`config.mk`:
```
export PLATFORM = sky130hd
export DESIGN_NAME = cise_core
export DESIGN_NICKNAME = d
export VERILOG_FILES = /design/src/rtl/cise_pkg.sv /design/src/rtl/cise_alu.sv /design/src/rtl/cise_core.sv
export SDC_FILE = /design/constraint.sdc
export NUM_CORES = 1
export LEC_CHECK = 0
export BUFFER_PORTS_ARGS = -buffer_cell sky130_fd_sc_hd__buf_2
export CAP_MARGIN = 10
export CORE_ASPECT_RATIO = 0.8
export CORE_MARGIN = 2
export CORE_UTILIZATION = 41
export DETAILED_ROUTE_END_ITERATION = 10
export GPL_ROUTABILITY_DRIVEN = 0
export PLACE_DENSITY = 0.68
export SETUP_SLACK_MARGIN = 0.15
export SYNTH_ARGS = -nofsm -noshare
export SYNTH_HDL_FRONTEND = slang
export SYNTH_SLANG_ARGS = --single-unit
export TNS_END_PERCENT = 50
```
`constraint.sdc`:
```
create_clock -name clk -period 5.6 [get_ports clk]
set_clock_uncertainty 0.15 [all_clocks]
set_input_delay 0.56 -clock clk [delete_from_list [all_inputs] [get_ports clk]]
set_output_delay 0.56 -clock clk [all_outputs]
set_load 0.05 [all_outputs]
```
`src/rtl/cise_pkg.sv`:
```
// constants and carrier types for the instruction subset executor
package cise_pkg;
  localparam logic [7:0] OP_INTERRUPT_RETURN = 8'h4D;
  localparam logic [7:0] OP_ROTATE_LEFT = 8'hAD;
  localparam logic [4:0] OP_BIT_SET_LOW = 5'h1B;
  localparam logic [7:0] OP_PREFIX_ALU = 8'h5F;
  localparam logic [7:0] OP_PREFIX_SUB = 8'hDF;
  localparam logic [7:0] OP_SUB_IND_X = 8'hC7;
  localparam logic [7:0] OP_SUB_IND_Y = 8'hCF;
  localparam logic [7:0] OP_MINUS_IMMEDIATE = 8'hD7;
  localparam logic [7:0] OP_STANDBY_DEEP = 8'h6D;
  localparam logic [7:0] OP_STANDBY_LIGHT = 8'hED;
  localparam logic [7:0] OPND_ACC = 8'hFF;
  localparam logic [7:0] OPND_X = 8'h80;
  localparam logic [7:0] OPND_Y = 8'h81;
  localparam logic [7:0] OPND_V = 8'h82;
  localparam logic [7:0] OPND_W = 8'h83;
  localparam logic [2:0] CYC_SHORT = 3'h2;
  localparam logic [2:0] CYC_LONG = 3'h4;
  localparam int MSB = 7;
  localparam logic [1:0] CTX_NORMAL = 2'h0;
  localparam logic [1:0] CTX_STD = 2'h1;
  localparam logic [1:0] CTX_NMI = 2'h2;
  localparam logic [11:0] PC_RESET = 12'h000;
  localparam logic [7:0] ACC_RESET = 8'h00;

  typedef struct packed {
    logic zero;
    logic carry;
  } cise_flags_t;

  typedef struct packed {
    logic valid;
    logic [7:0] op;
    logic [7:0] opnd;
    logic [7:0] mem_data;
    logic [7:0] x_data;
    logic [7:0] y_data;
    logic [7:0] v_data;
    logic [7:0] w_data;
  } cise_instr_t;
endpackage

```
`src/rtl/cise_alu.sv`:
```
// combinational arithmetic for the instruction subset
`timescale 1ns/1ps
module cise_alu (
  input wire logic [7:0] a,
  input wire logic [7:0] b,
  input wire logic carry_in,
  input wire logic [1:0] func,
  output logic [7:0] result,
  output logic carry_out,
  output logic zero_out
);
  logic [8:0] wide;
  always_comb begin
    wide = 9'h000;
    unique case (func)
      2'h0: wide = {a[cise_pkg::MSB], a[6:0], carry_in};
      2'h1: wide = {1'b0, a} + {1'b0, a};
      2'h2: wide = {1'b0, a} - {1'b0, b};
      2'h3: wide = {carry_in, a | b};
    endcase
    result = wide[7:0];
    // borrow bit doubles as carry when acc < src
    carry_out = wide[8];
    zero_out = (wide[7:0] == 8'h00);
  end
endmodule

```
`src/rtl/cise_core.sv`:
```
// decode and execute of the instruction subset with standby control
`timescale 1ns/1ps
module cise_core (
  input wire logic clk,
  input wire logic reset_n,
  input wire cise_pkg::cise_instr_t instr,
  input wire logic [11:0] stack_top,
  input wire logic stack_empty,
  input wire logic ext_irq,
  input wire logic periph_irq,
  input wire logic nmi_take,
  input wire logic std_take,
  output logic busy,
  output logic [7:0] acc,
  output logic [11:0] pc,
  output logic stack_pop,
  output logic mem_we,
  output logic [7:0] mem_addr,
  output logic [7:0] mem_wdata,
  output logic irq_mask,
  output logic osc_run,
  output logic halted,
  output cise_pkg::cise_flags_t flags_out,
  output logic [1:0] flag_ctx
);
  typedef enum {CISE_RUN, CISE_EXEC, CISE_LIGHT, CISE_DEEP} cise_state_t;
  cise_state_t state, next_state;
  logic [2:0] cnt, next_cnt;
  logic [7:0] next_acc;
  logic [11:0] next_pc;
  logic next_stack_pop, next_mem_we, next_irq_mask, next_osc_run, next_halted, next_busy;
  logic [7:0] next_mem_addr, next_mem_wdata;
  logic [1:0] next_flag_ctx, nmi_from, next_nmi_from, alu_f;
  cise_pkg::cise_flags_t fl [3], next_fl [3], next_flags_out;
  logic [1:0] ext_sync, per_sync;
  logic [7:0] alu_b, alu_r, src;
  logic alu_c, alu_z;
  // wake sources come from pins: only stage [1] is read by logic
  always_ff @(posedge clk or negedge reset_n) begin
    if (!reset_n) begin
      ext_sync <= 2'h0;
      per_sync <= 2'h0;
    end else begin
      ext_sync <= {ext_sync[0], ext_irq};
      per_sync <= {per_sync[0], periph_irq};
    end
  end
  function automatic logic [7:0] pick_src(input cise_pkg::cise_instr_t i, input logic [7:0] a);
    unique case (i.opnd)
      cise_pkg::OPND_ACC: pick_src = a;
      cise_pkg::OPND_X: pick_src = i.x_data;
      cise_pkg::OPND_Y: pick_src = i.y_data;
      cise_pkg::OPND_V: pick_src = i.v_data;
      cise_pkg::OPND_W: pick_src = i.w_data;
      default: pick_src = i.mem_data;
    endcase
  endfunction

  always_comb begin
    src = pick_src(instr, acc);
    alu_f = 2'h2;
    alu_b = instr.mem_data;
    if (instr.op == cise_pkg::OP_ROTATE_LEFT) begin
      alu_f = 2'h0;
    end else if (instr.op == cise_pkg::OP_PREFIX_ALU) begin
      alu_f = 2'h1;
    end else if (instr.op[4:0] == cise_pkg::OP_BIT_SET_LOW) begin
      alu_f = 2'h3;
      alu_b = 8'h01 << instr.op[7:5];
    end else if (instr.op == cise_pkg::OP_MINUS_IMMEDIATE) begin
      alu_b = instr.opnd;
    end else if (instr.op == cise_pkg::OP_PREFIX_SUB) begin
      alu_b = src;
    end
  end
  cise_alu u_alu (
    .a((instr.op[4:0] == cise_pkg::OP_BIT_SET_LOW) ? src : acc),
    .b(alu_b),
    .carry_in(fl[flag_ctx].carry),
    .func(alu_f),
    .result(alu_r),
    .carry_out(alu_c),
    .zero_out(alu_z)
  );
  always_comb begin
    next_state = state;
    next_cnt = cnt;
    next_acc = acc;
    next_pc = pc;
    next_stack_pop = 1'b0;
    next_mem_we = 1'b0;
    next_mem_addr = mem_addr;
    next_mem_wdata = mem_wdata;
    next_irq_mask = irq_mask;
    next_osc_run = osc_run;
    next_halted = halted;
    next_flag_ctx = flag_ctx;
    next_nmi_from = nmi_from;
    for (int k = 0; k < 3; k++) begin
      next_fl[k] = fl[k];
    end
    unique case (state)
      CISE_RUN: begin
        if (nmi_take) begin
          next_nmi_from = flag_ctx;
          next_flag_ctx = cise_pkg::CTX_NMI;
          next_irq_mask = 1'b1;
        end else if (std_take && !irq_mask) begin
          next_flag_ctx = cise_pkg::CTX_STD;
          next_irq_mask = 1'b1;
        end else if (instr.valid) begin
          next_state = CISE_EXEC;
          next_cnt = cise_pkg::CYC_LONG - 3'h1;
          unique case (instr.op)
            cise_pkg::OP_INTERRUPT_RETURN: begin
              next_cnt = cise_pkg::CYC_SHORT - 3'h1;
              if (!stack_empty) begin
                next_pc = stack_top;
                next_stack_pop = 1'b1;
              end else begin
                next_pc = pc + 12'h001;
              end
              if (flag_ctx == cise_pkg::CTX_NMI) begin
                next_flag_ctx = nmi_from;
              end else begin
                next_flag_ctx = cise_pkg::CTX_NORMAL;
              end
              next_irq_mask = 1'b0;
            end
            cise_pkg::OP_STANDBY_DEEP: begin
              next_cnt = cise_pkg::CYC_SHORT - 3'h1;
              next_state = CISE_DEEP;
              next_osc_run = 1'b0;
              next_halted = 1'b1;
              next_pc = pc + 12'h001;
            end
            cise_pkg::OP_STANDBY_LIGHT: begin
              next_state = CISE_LIGHT;
              next_halted = 1'b1;
              next_pc = pc + 12'h001;
            end
            cise_pkg::OP_ROTATE_LEFT, cise_pkg::OP_PREFIX_ALU: begin
              next_acc = alu_r;
              next_fl[flag_ctx] = '{zero: alu_z, carry: alu_c};
              next_pc = pc + ((instr.op == cise_pkg::OP_ROTATE_LEFT) ? 12'h001 : 12'h002);
            end
            cise_pkg::OP_PREFIX_SUB, cise_pkg::OP_SUB_IND_X, cise_pkg::OP_SUB_IND_Y,
            cise_pkg::OP_MINUS_IMMEDIATE: begin
              next_acc = alu_r;
              next_fl[flag_ctx] = '{zero: alu_z, carry: alu_c};
              next_pc = pc + ((instr.op[3:0] == 4'h7 && instr.op[7:4] == 4'hC ||
                instr.op == cise_pkg::OP_SUB_IND_Y) ? 12'h001 : 12'h002);
            end
            default: begin
              if (instr.op[4:0] == cise_pkg::OP_BIT_SET_LOW) begin
                next_pc = pc + 12'h002;
                if (instr.opnd == cise_pkg::OPND_ACC) begin
                  next_acc = alu_r;
                end else begin
                  next_mem_we = 1'b1;
                  next_mem_addr = instr.opnd;
                  next_mem_wdata = alu_r;
                end
              end else begin
                next_state = CISE_RUN;
              end
            end
          endcase
        end
      end
      CISE_EXEC: begin
        if (cnt <= 3'h1) begin
          next_state = CISE_RUN;
        end
        next_cnt = cnt - 3'h1;
      end
      CISE_LIGHT: begin
        if (per_sync[1] || ext_sync[1]) begin
          next_state = CISE_RUN;
          next_halted = 1'b0;
        end
      end
      CISE_DEEP: begin
        // only external wake; software must stop converter itself
        if (ext_sync[1]) begin
          next_state = CISE_RUN;
          next_halted = 1'b0;
          next_osc_run = 1'b1;
        end
      end
    endcase
    next_flags_out = next_fl[next_flag_ctx];
    next_busy = (next_state != CISE_RUN);
  end

  always_ff @(posedge clk or negedge reset_n) begin
    if (!reset_n) begin
      state <= CISE_RUN;
      cnt <= 3'h0;
      acc <= cise_pkg::ACC_RESET;
      pc <= cise_pkg::PC_RESET;
      stack_pop <= 1'b0;
      mem_we <= 1'b0;
      mem_addr <= 8'h00;
      mem_wdata <= 8'h00;
      irq_mask <= 1'b1;
      osc_run <= 1'b1;
      halted <= 1'b0;
      flag_ctx <= cise_pkg::CTX_NMI;
      busy <= 1'b0;
      nmi_from <= cise_pkg::CTX_NORMAL;
      flags_out <= '0;
      for (int k = 0; k < 3; k++) begin
        fl[k] <= '0;
      end
    end else begin
      state <= next_state;
      cnt <= next_cnt;
      acc <= next_acc;
      pc <= next_pc;
      stack_pop <= next_stack_pop;
      mem_we <= next_mem_we;
      mem_addr <= next_mem_addr;
      mem_wdata <= next_mem_wdata;
      irq_mask <= next_irq_mask;
      osc_run <= next_osc_run;
      halted <= next_halted;
      flag_ctx <= next_flag_ctx;
      busy <= next_busy;
      nmi_from <= next_nmi_from;
      flags_out <= next_flags_out;
      for (int k = 0; k < 3; k++) begin
        fl[k] <= next_fl[k];
      end
    end
  end
endmodule

```
Word level (Yosys, flattened, before mapping)
Index checks and enable logic that the tools add are counted.
{"block": "op_classes", "n_lt_le_gt_ge": 4, "bitwise": 8, "addsub": 7, "shift": 1, "eq_ne": 31, "n_mux": 83, "n_reduce_logical": 34}
{"op": "$mux 32", "n": 6}
{"op": "$pmux 32 s4", "n": 1}
{"op": "$eq 8x8->1 const B", "n": 11}
{"op": "$eq 32x2->1 const B", "n": 2}
{"op": "$mux 8", "n": 8}
{"op": "$pmux 12 s4", "n": 1}
{"op": "$pmux 8 s5", "n": 1}
{"op": "$pmux 9 s4", "n": 1}
{"op": "$eq 32x1->1 const B", "n": 1}
{"op": "$logic_not 32->1", "n": 1}
{"op": "$mux 1", "n": 32}
{"op": "$reduce_bool 32->1", "n": 1}
{"op": "$mux 6", "n": 5}
{"op": "$mux 2", "n": 14}
{"op": "$add 12x2->12", "n": 2}
{"op": "$eq 8x7->1 const B", "n": 3}
{"op": "$mux 12", "n": 2}
{"op": "$reduce_and 7->1", "n": 3}
{"op": "$pmux 8 s2", "n": 1}
{"op": "$add 12x1->12 const B", "n": 1}
{"op": "$add 12x2->12 const B", "n": 1}
{"op": "$ne 2x2->1 const B", "n": 6}
{"op": "$add 8x8->9", "n": 1}
{"op": "$mux 3", "n": 3}
{"op": "41 further kinds", "n": 60}
{"block": "totals", "regBits": 93}

Logic depth before layout (Yosys ltp)
{"block": "depth", "ltp_word": 19, "mapped_depth": 22, "depth_no_buf": 20}

Cells and area by module
A second synthesis with hierarchy kept.
{"block": "unflattened", "hier_cells": 690, "area_unflattened_um2": 6406.1}
{"mod": "cise_core", "area_each_um2": 5601.6, "seq_area_each_um2": 2331.0, "instances": 1, "cells_per_inst": 562}
{"mod": "cise_alu", "area_each_um2": 804.5, "seq_area_each_um2": 0.0, "instances": 1, "cells_per_inst": 128}

Worst setup path before layout
OpenSTA, ideal clock, no wires.
{"block": "synth_path", "kind": "input-to-reg", "from": "in instr[42] in the netlist's numbering", "to": "reg flags_out[1] in the netlist's numbering", "path_buffers": 1, "setup_slack_ns": 0.477, "cell_stages": 21, "arrival_ns": 4.847, "cell_sequence": "nor4_4 > and2_2 > clkbuf_1 > o31ai_1 > a22oi_1 > ha_1 > nand2_1 > nor4_1 > xor2_1 > nor2_1 > a21oi_1 > ha_1 > or2_2 > a2111oi_0 > a2111oi_0 > o211ai_1 > o211ai_1 > o211a_1 > and4b_1 > a22o_1 > a221o_1"}
{"item": "start, declared", "line_no": "cise_core.sv:6", "text": "input wire cise_pkg::cise_instr_t instr,"}
{"item": "end signal, assigned", "line_no": "cise_core.sv:231", "text": "flags_out <= next_flags_out;"}
{"item": "end, declared", "line_no": "cise_core.sv:23", "text": "output cise_pkg::cise_flags_t flags_out,"}

==> summary by stage <==
Detailed routing
Signal routing reaches up to met5. The length of the first detailed-routing pass in iterations is 6. Summed over all nets, wire length on met3 after detailed routing comes to 2.26 mm. The count of vias placed by the detailed router is 6,545.

The first routing iteration left 814 violations. Once detail routing completed, the nets flagged for antenna violations numbered 0. The DRC violation count after routing is 0.

The post-detailed-routing wire length is 20.5 mm. In the final routed layout, each cell accounts on average for 18.6 µm. Dividing the detail-routed via count by the number of cells gives 5.94. The met1 routed wirelength after detailed routing is 9.58 mm. The met2 layer wire length in the routed design is 8.31 mm.

Worst setup path
For the worst setup path, the data arrival time is 5.28 ns. For the worst setup path, the data required time is 5.69 ns. STA classifies the critical path endpoint as a flop.

The largest fanout on the critical path is 8. STA classifies the critical path startpoint as an input port. The logic depth of the worst register-to-register path is 16.

The kind of critical path is input port to flop.

STA
The number of slew-limit violations in the final report is 0. The final critical path time including I/O delays and setup is 5.20 ns. The final cycle utilization of the critical path is 0.928.

The final hold violation count came to 0. The aggregate negative setup slack is 0 ns. Setup repair after global routing left no endpoint under its margin. Headroom to the max-slew limit came out at 0.400.

The count of endpoints failing setup in the final report is 0. The highest clock frequency the design can meet is 192 MHz. For the pin with the worst max-slew slack, the measured transition is 0.896 ns. The worst path meets setup with 0.405 ns of slack.

Global route
The number of antenna violations at the first check in global routing came to 3. Entering global routing, the biggest net connects 54 pins. The first-pass GRT wire length is 32.7 mm. Across every metal layer, demand over resource in global routing totals 0.237.

The via count of the first global-routing pass was 6,030. Summed over all layers, the global routing overflow is 0.

Floorplanning
The total core area is 0.0157 mm². After floorplanning, the core was divided into 41 placement rows. The height of the die is 118 µm.

The area of the die is 0.0172 mm². The die width is 146 µm. Pin placement for this block handled 122 I/O pins. The initial utilization of the core area, before any placement, comes to 0.420.

CTS
Counting every sink on the clock net gives 93. The number of hold buffers added after CTS was 0. The buffer cell driving the clock tree root is sky130_fd_sc_hd__clkbuf_16.

The TritonCTS clock tree is yes. The clock network latency to the later pin of the worst-skew pair is 0.36 ns. The clock passes through at most 2 buffers. CTS built an H-tree with a depth of 3.

In this run, CTS created clock tree buffers numbering 9. The post-CTS clock slew at the launch and capture registers of the worst setup and hold paths is 0.07 ns.

Logic synthesis
After technology mapping, the gate count stands at 748. The area fraction of the dominant cell type after synthesis is 0.341. In this run, synthesis produced a sequential element count of 93. The commonest cells after synthesis are 90 x sky130_fd_sc_hd__dfrtp_1, 61 x sky130_fd_sc_hd__nand2_1, 60 x sky130_fd_sc_hd__nor2_1, 55 x sky130_fd_sc_hd__a21oi_1, 49 x sky130_fd_sc_hd__o21ai_0. The average size of a mapped cell is 8.84 µm². Summing every instance area after synthesis gives 0.00661 mm². The synthesized netlist contains 96 unique library cells.

The most common cell in the netlist is sky130_fd_sc_hd__dfrtp_1. When the netlist entered floorplanning its net count stood at 845. For this run, the register share of the synthesized area comes to 0.353. The number of synthesized flops with an enable pin is 0. The number of warnings issued by yosys is 0. The synthesized design spends more area on one cell type than any other, namely sky130_fd_sc_hd__dfrtp_1.

The share of flip-flops with an asynchronous set or reset is 1.00. Ranked by total cell area, the synthesized netlist is headed by sky130_fd_sc_hd__dfrtp_1 34%, sky130_fd_sc_hd__a21oi_1 4.2%, sky130_fd_sc_hd__o21ai_0 3.7%, sky130_fd_sc_hd__ha_1 3.6%, sky130_fd_sc_hd__nand2_1 3.5%. Among all flip-flop cells after synthesis, the most frequent one is sky130_fd_sc_hd__dfrtp_1.

Pwr
The total net switching power is 0.941 mW. The combinational group share of total power is 0.377. The internal power of the cells totals 1.35 mW. The switching share of total power is 0.410.

In this run the static leakage power is 3.64 nW. Of the total power, registers draw 0.354. The part of the power in the clock network is 0.269. In this run the power density over the cells is 289 mW/mm². The worst-case IR drop observed on VDD is 0.197 mV.

Hold path
The tightest min-delay check is of the input port to asynchronous set/reset pin type.

Job
Max-cap violations in this run came to 0.

Placed design
The number of placed cells counting well taps is 1,083. The HPWL after detailed placement is 15.7 mm. Port buffering added 121 buffers. The setup slack at placement is 0.0466 ns.

Cells and area
The final layout contains 977 nets. In the final layout, the share of cells above drive strength 1 is 0.258. Relative to the synthesized area, the layout overhead comes to 19.9%. The final non-filler cell total is 1,102.

Status
The run finished with clean final reports.
## worst max-delay path: stages
cell and delay, ns:
sky130_fd_sc_hd__buf_2 0.18, sky130_fd_sc_hd__mux4_1 0.59, sky130_fd_sc_hd__nand3_1 0.15, sky130_fd_sc_hd__o31ai_1 0.09
sky130_fd_sc_hd__a22oi_1 0.27, sky130_fd_sc_hd__ha_1 0.22, sky130_fd_sc_hd__nand2_1 0.09, sky130_fd_sc_hd__nor4_2 0.19
sky130_fd_sc_hd__xor2_1 0.17, sky130_fd_sc_hd__nor2_1 0.05, sky130_fd_sc_hd__a21oi_1 0.15, sky130_fd_sc_hd__ha_1 0.32
sky130_fd_sc_hd__or2_2 0.30, sky130_fd_sc_hd__a2111oi_0 0.55, sky130_fd_sc_hd__a2111oi_1 0.14, sky130_fd_sc_hd__o211ai_1 0.12
sky130_fd_sc_hd__o211ai_1 0.18, sky130_fd_sc_hd__o211a_1 0.16, sky130_fd_sc_hd__and4b_1 0.25, sky130_fd_sc_hd__a22o_1 0.22
sky130_fd_sc_hd__a221o_1 0.32
## cell families after synthesis
kind of cell	after synthesis	synth area share
and+or+nand+nor	296	0.245
AOI/OAI and AO/OA	226	0.232
DFF	93	0.353
buffers and inverters	68	0.0414
muxes	35	0.0748
adders and majority gates	21	0.0420
xor gates and xnor gates	9	0.0119
## path summary, 6_finish.rpt
path	from	slack [ns]	end
worst min register to register	per_sync[0]$_DFF_PN0_	0.20	per_sync[1]$_DFF_PN0_
worst max register to register	acc[3]$_DFFE_PN0P_	0.84	flags_out[1]$_DFF_PN0_
min in group clk	periph_irq	0.15	per_sync[0]$_DFF_PN0_
max in group asynchronous	reset_n	4.21	pc[7]$_DFFE_PN0P_
worst max-delay path	instr[40]	0.40	flags_out[1]$_DFF_PN0_
worst min-delay path	reset_n	0.02	state[12]$_DFF_PN0_
## registers in the layout (all words and copies together) (netlist names)
signal     count
state         32
pc            12
acc            8
mem_addr       8
mem_wdata      8
fl             6
cnt            3
ext_sync       2
flag_ctx       2
flags_out      2
nmi_from       2
per_sync       2
busy           1
halted         1
irq_mask       1
mem_we         1
osc_run        1
stack_pop      1
## layer usage
metal	GRT usage	up-vias
met4	0.0674	2
li1	-	3095
met2	0.330	347
met5	0	-
met3	0.0694	28
met1	0.355	3073
## power by group through the flow
stage | logic (mW) | clock network (mW) | registers, mW
2_1_floorplan | 0.417 | 0 | 0.975
3_3_place_gp | 0.836 | 0 | 0.823
3_5_place_dp | 0.839 | 0 | 0.822
4_1_cts | 0.845 | 0.634 | 0.810
5_1_grt | 0.941 | 0.663 | 0.822
6_report | 0.865 | 0.616 | 0.813
## cells in the final DEF (no fill, tap or decap), drive strengths merged, types with 8 or more instances in the layout
cell	count
buf	155
a21oi	56
nand2	63
and2	32
a31oi	13
nand4	12
clkbuf	9
nand3	24
o211ai	9
ha	19
nand2b	9
nor2b	11
mux4	8
nor2	61
nor3	17
mux2	20
o21ai	53
nor4	21
inv	37
and3	14
dfrtp	90
## timing repair
action	4_1_cts	5_1_grt
setup buffers	0	1
resized for setup	0	4
setup endpoints to repair	0	3
## layout make-up
cell class / count / area (µm²)
fillers: 1524 / 7830
multi-input cells: 587 / 4030
flip-flops and latches: 93 / 2330
repair buffers: 155 / 863
well taps: 215 / 269
clock buffers: 9 / 225
inverters: 34 / 128
clock inverters: 7 / 77.6
diodes: 2 / 5.00
## stage by stage
stage	cell area, µm²	power, mW	hold WS, ns	utilization
after floorplan	6610	1.39	0.114	-
after global placement	7590	1.66	0.185	0.482
after detailed placement	7590	1.66	0.185	0.482
after CTS	7890	2.29	0.0301	0.501
after global routing	7920	2.43	0.0555	0.503
final	7920	2.29	0.0184	0.503
(Power assumes the default switching activity.)
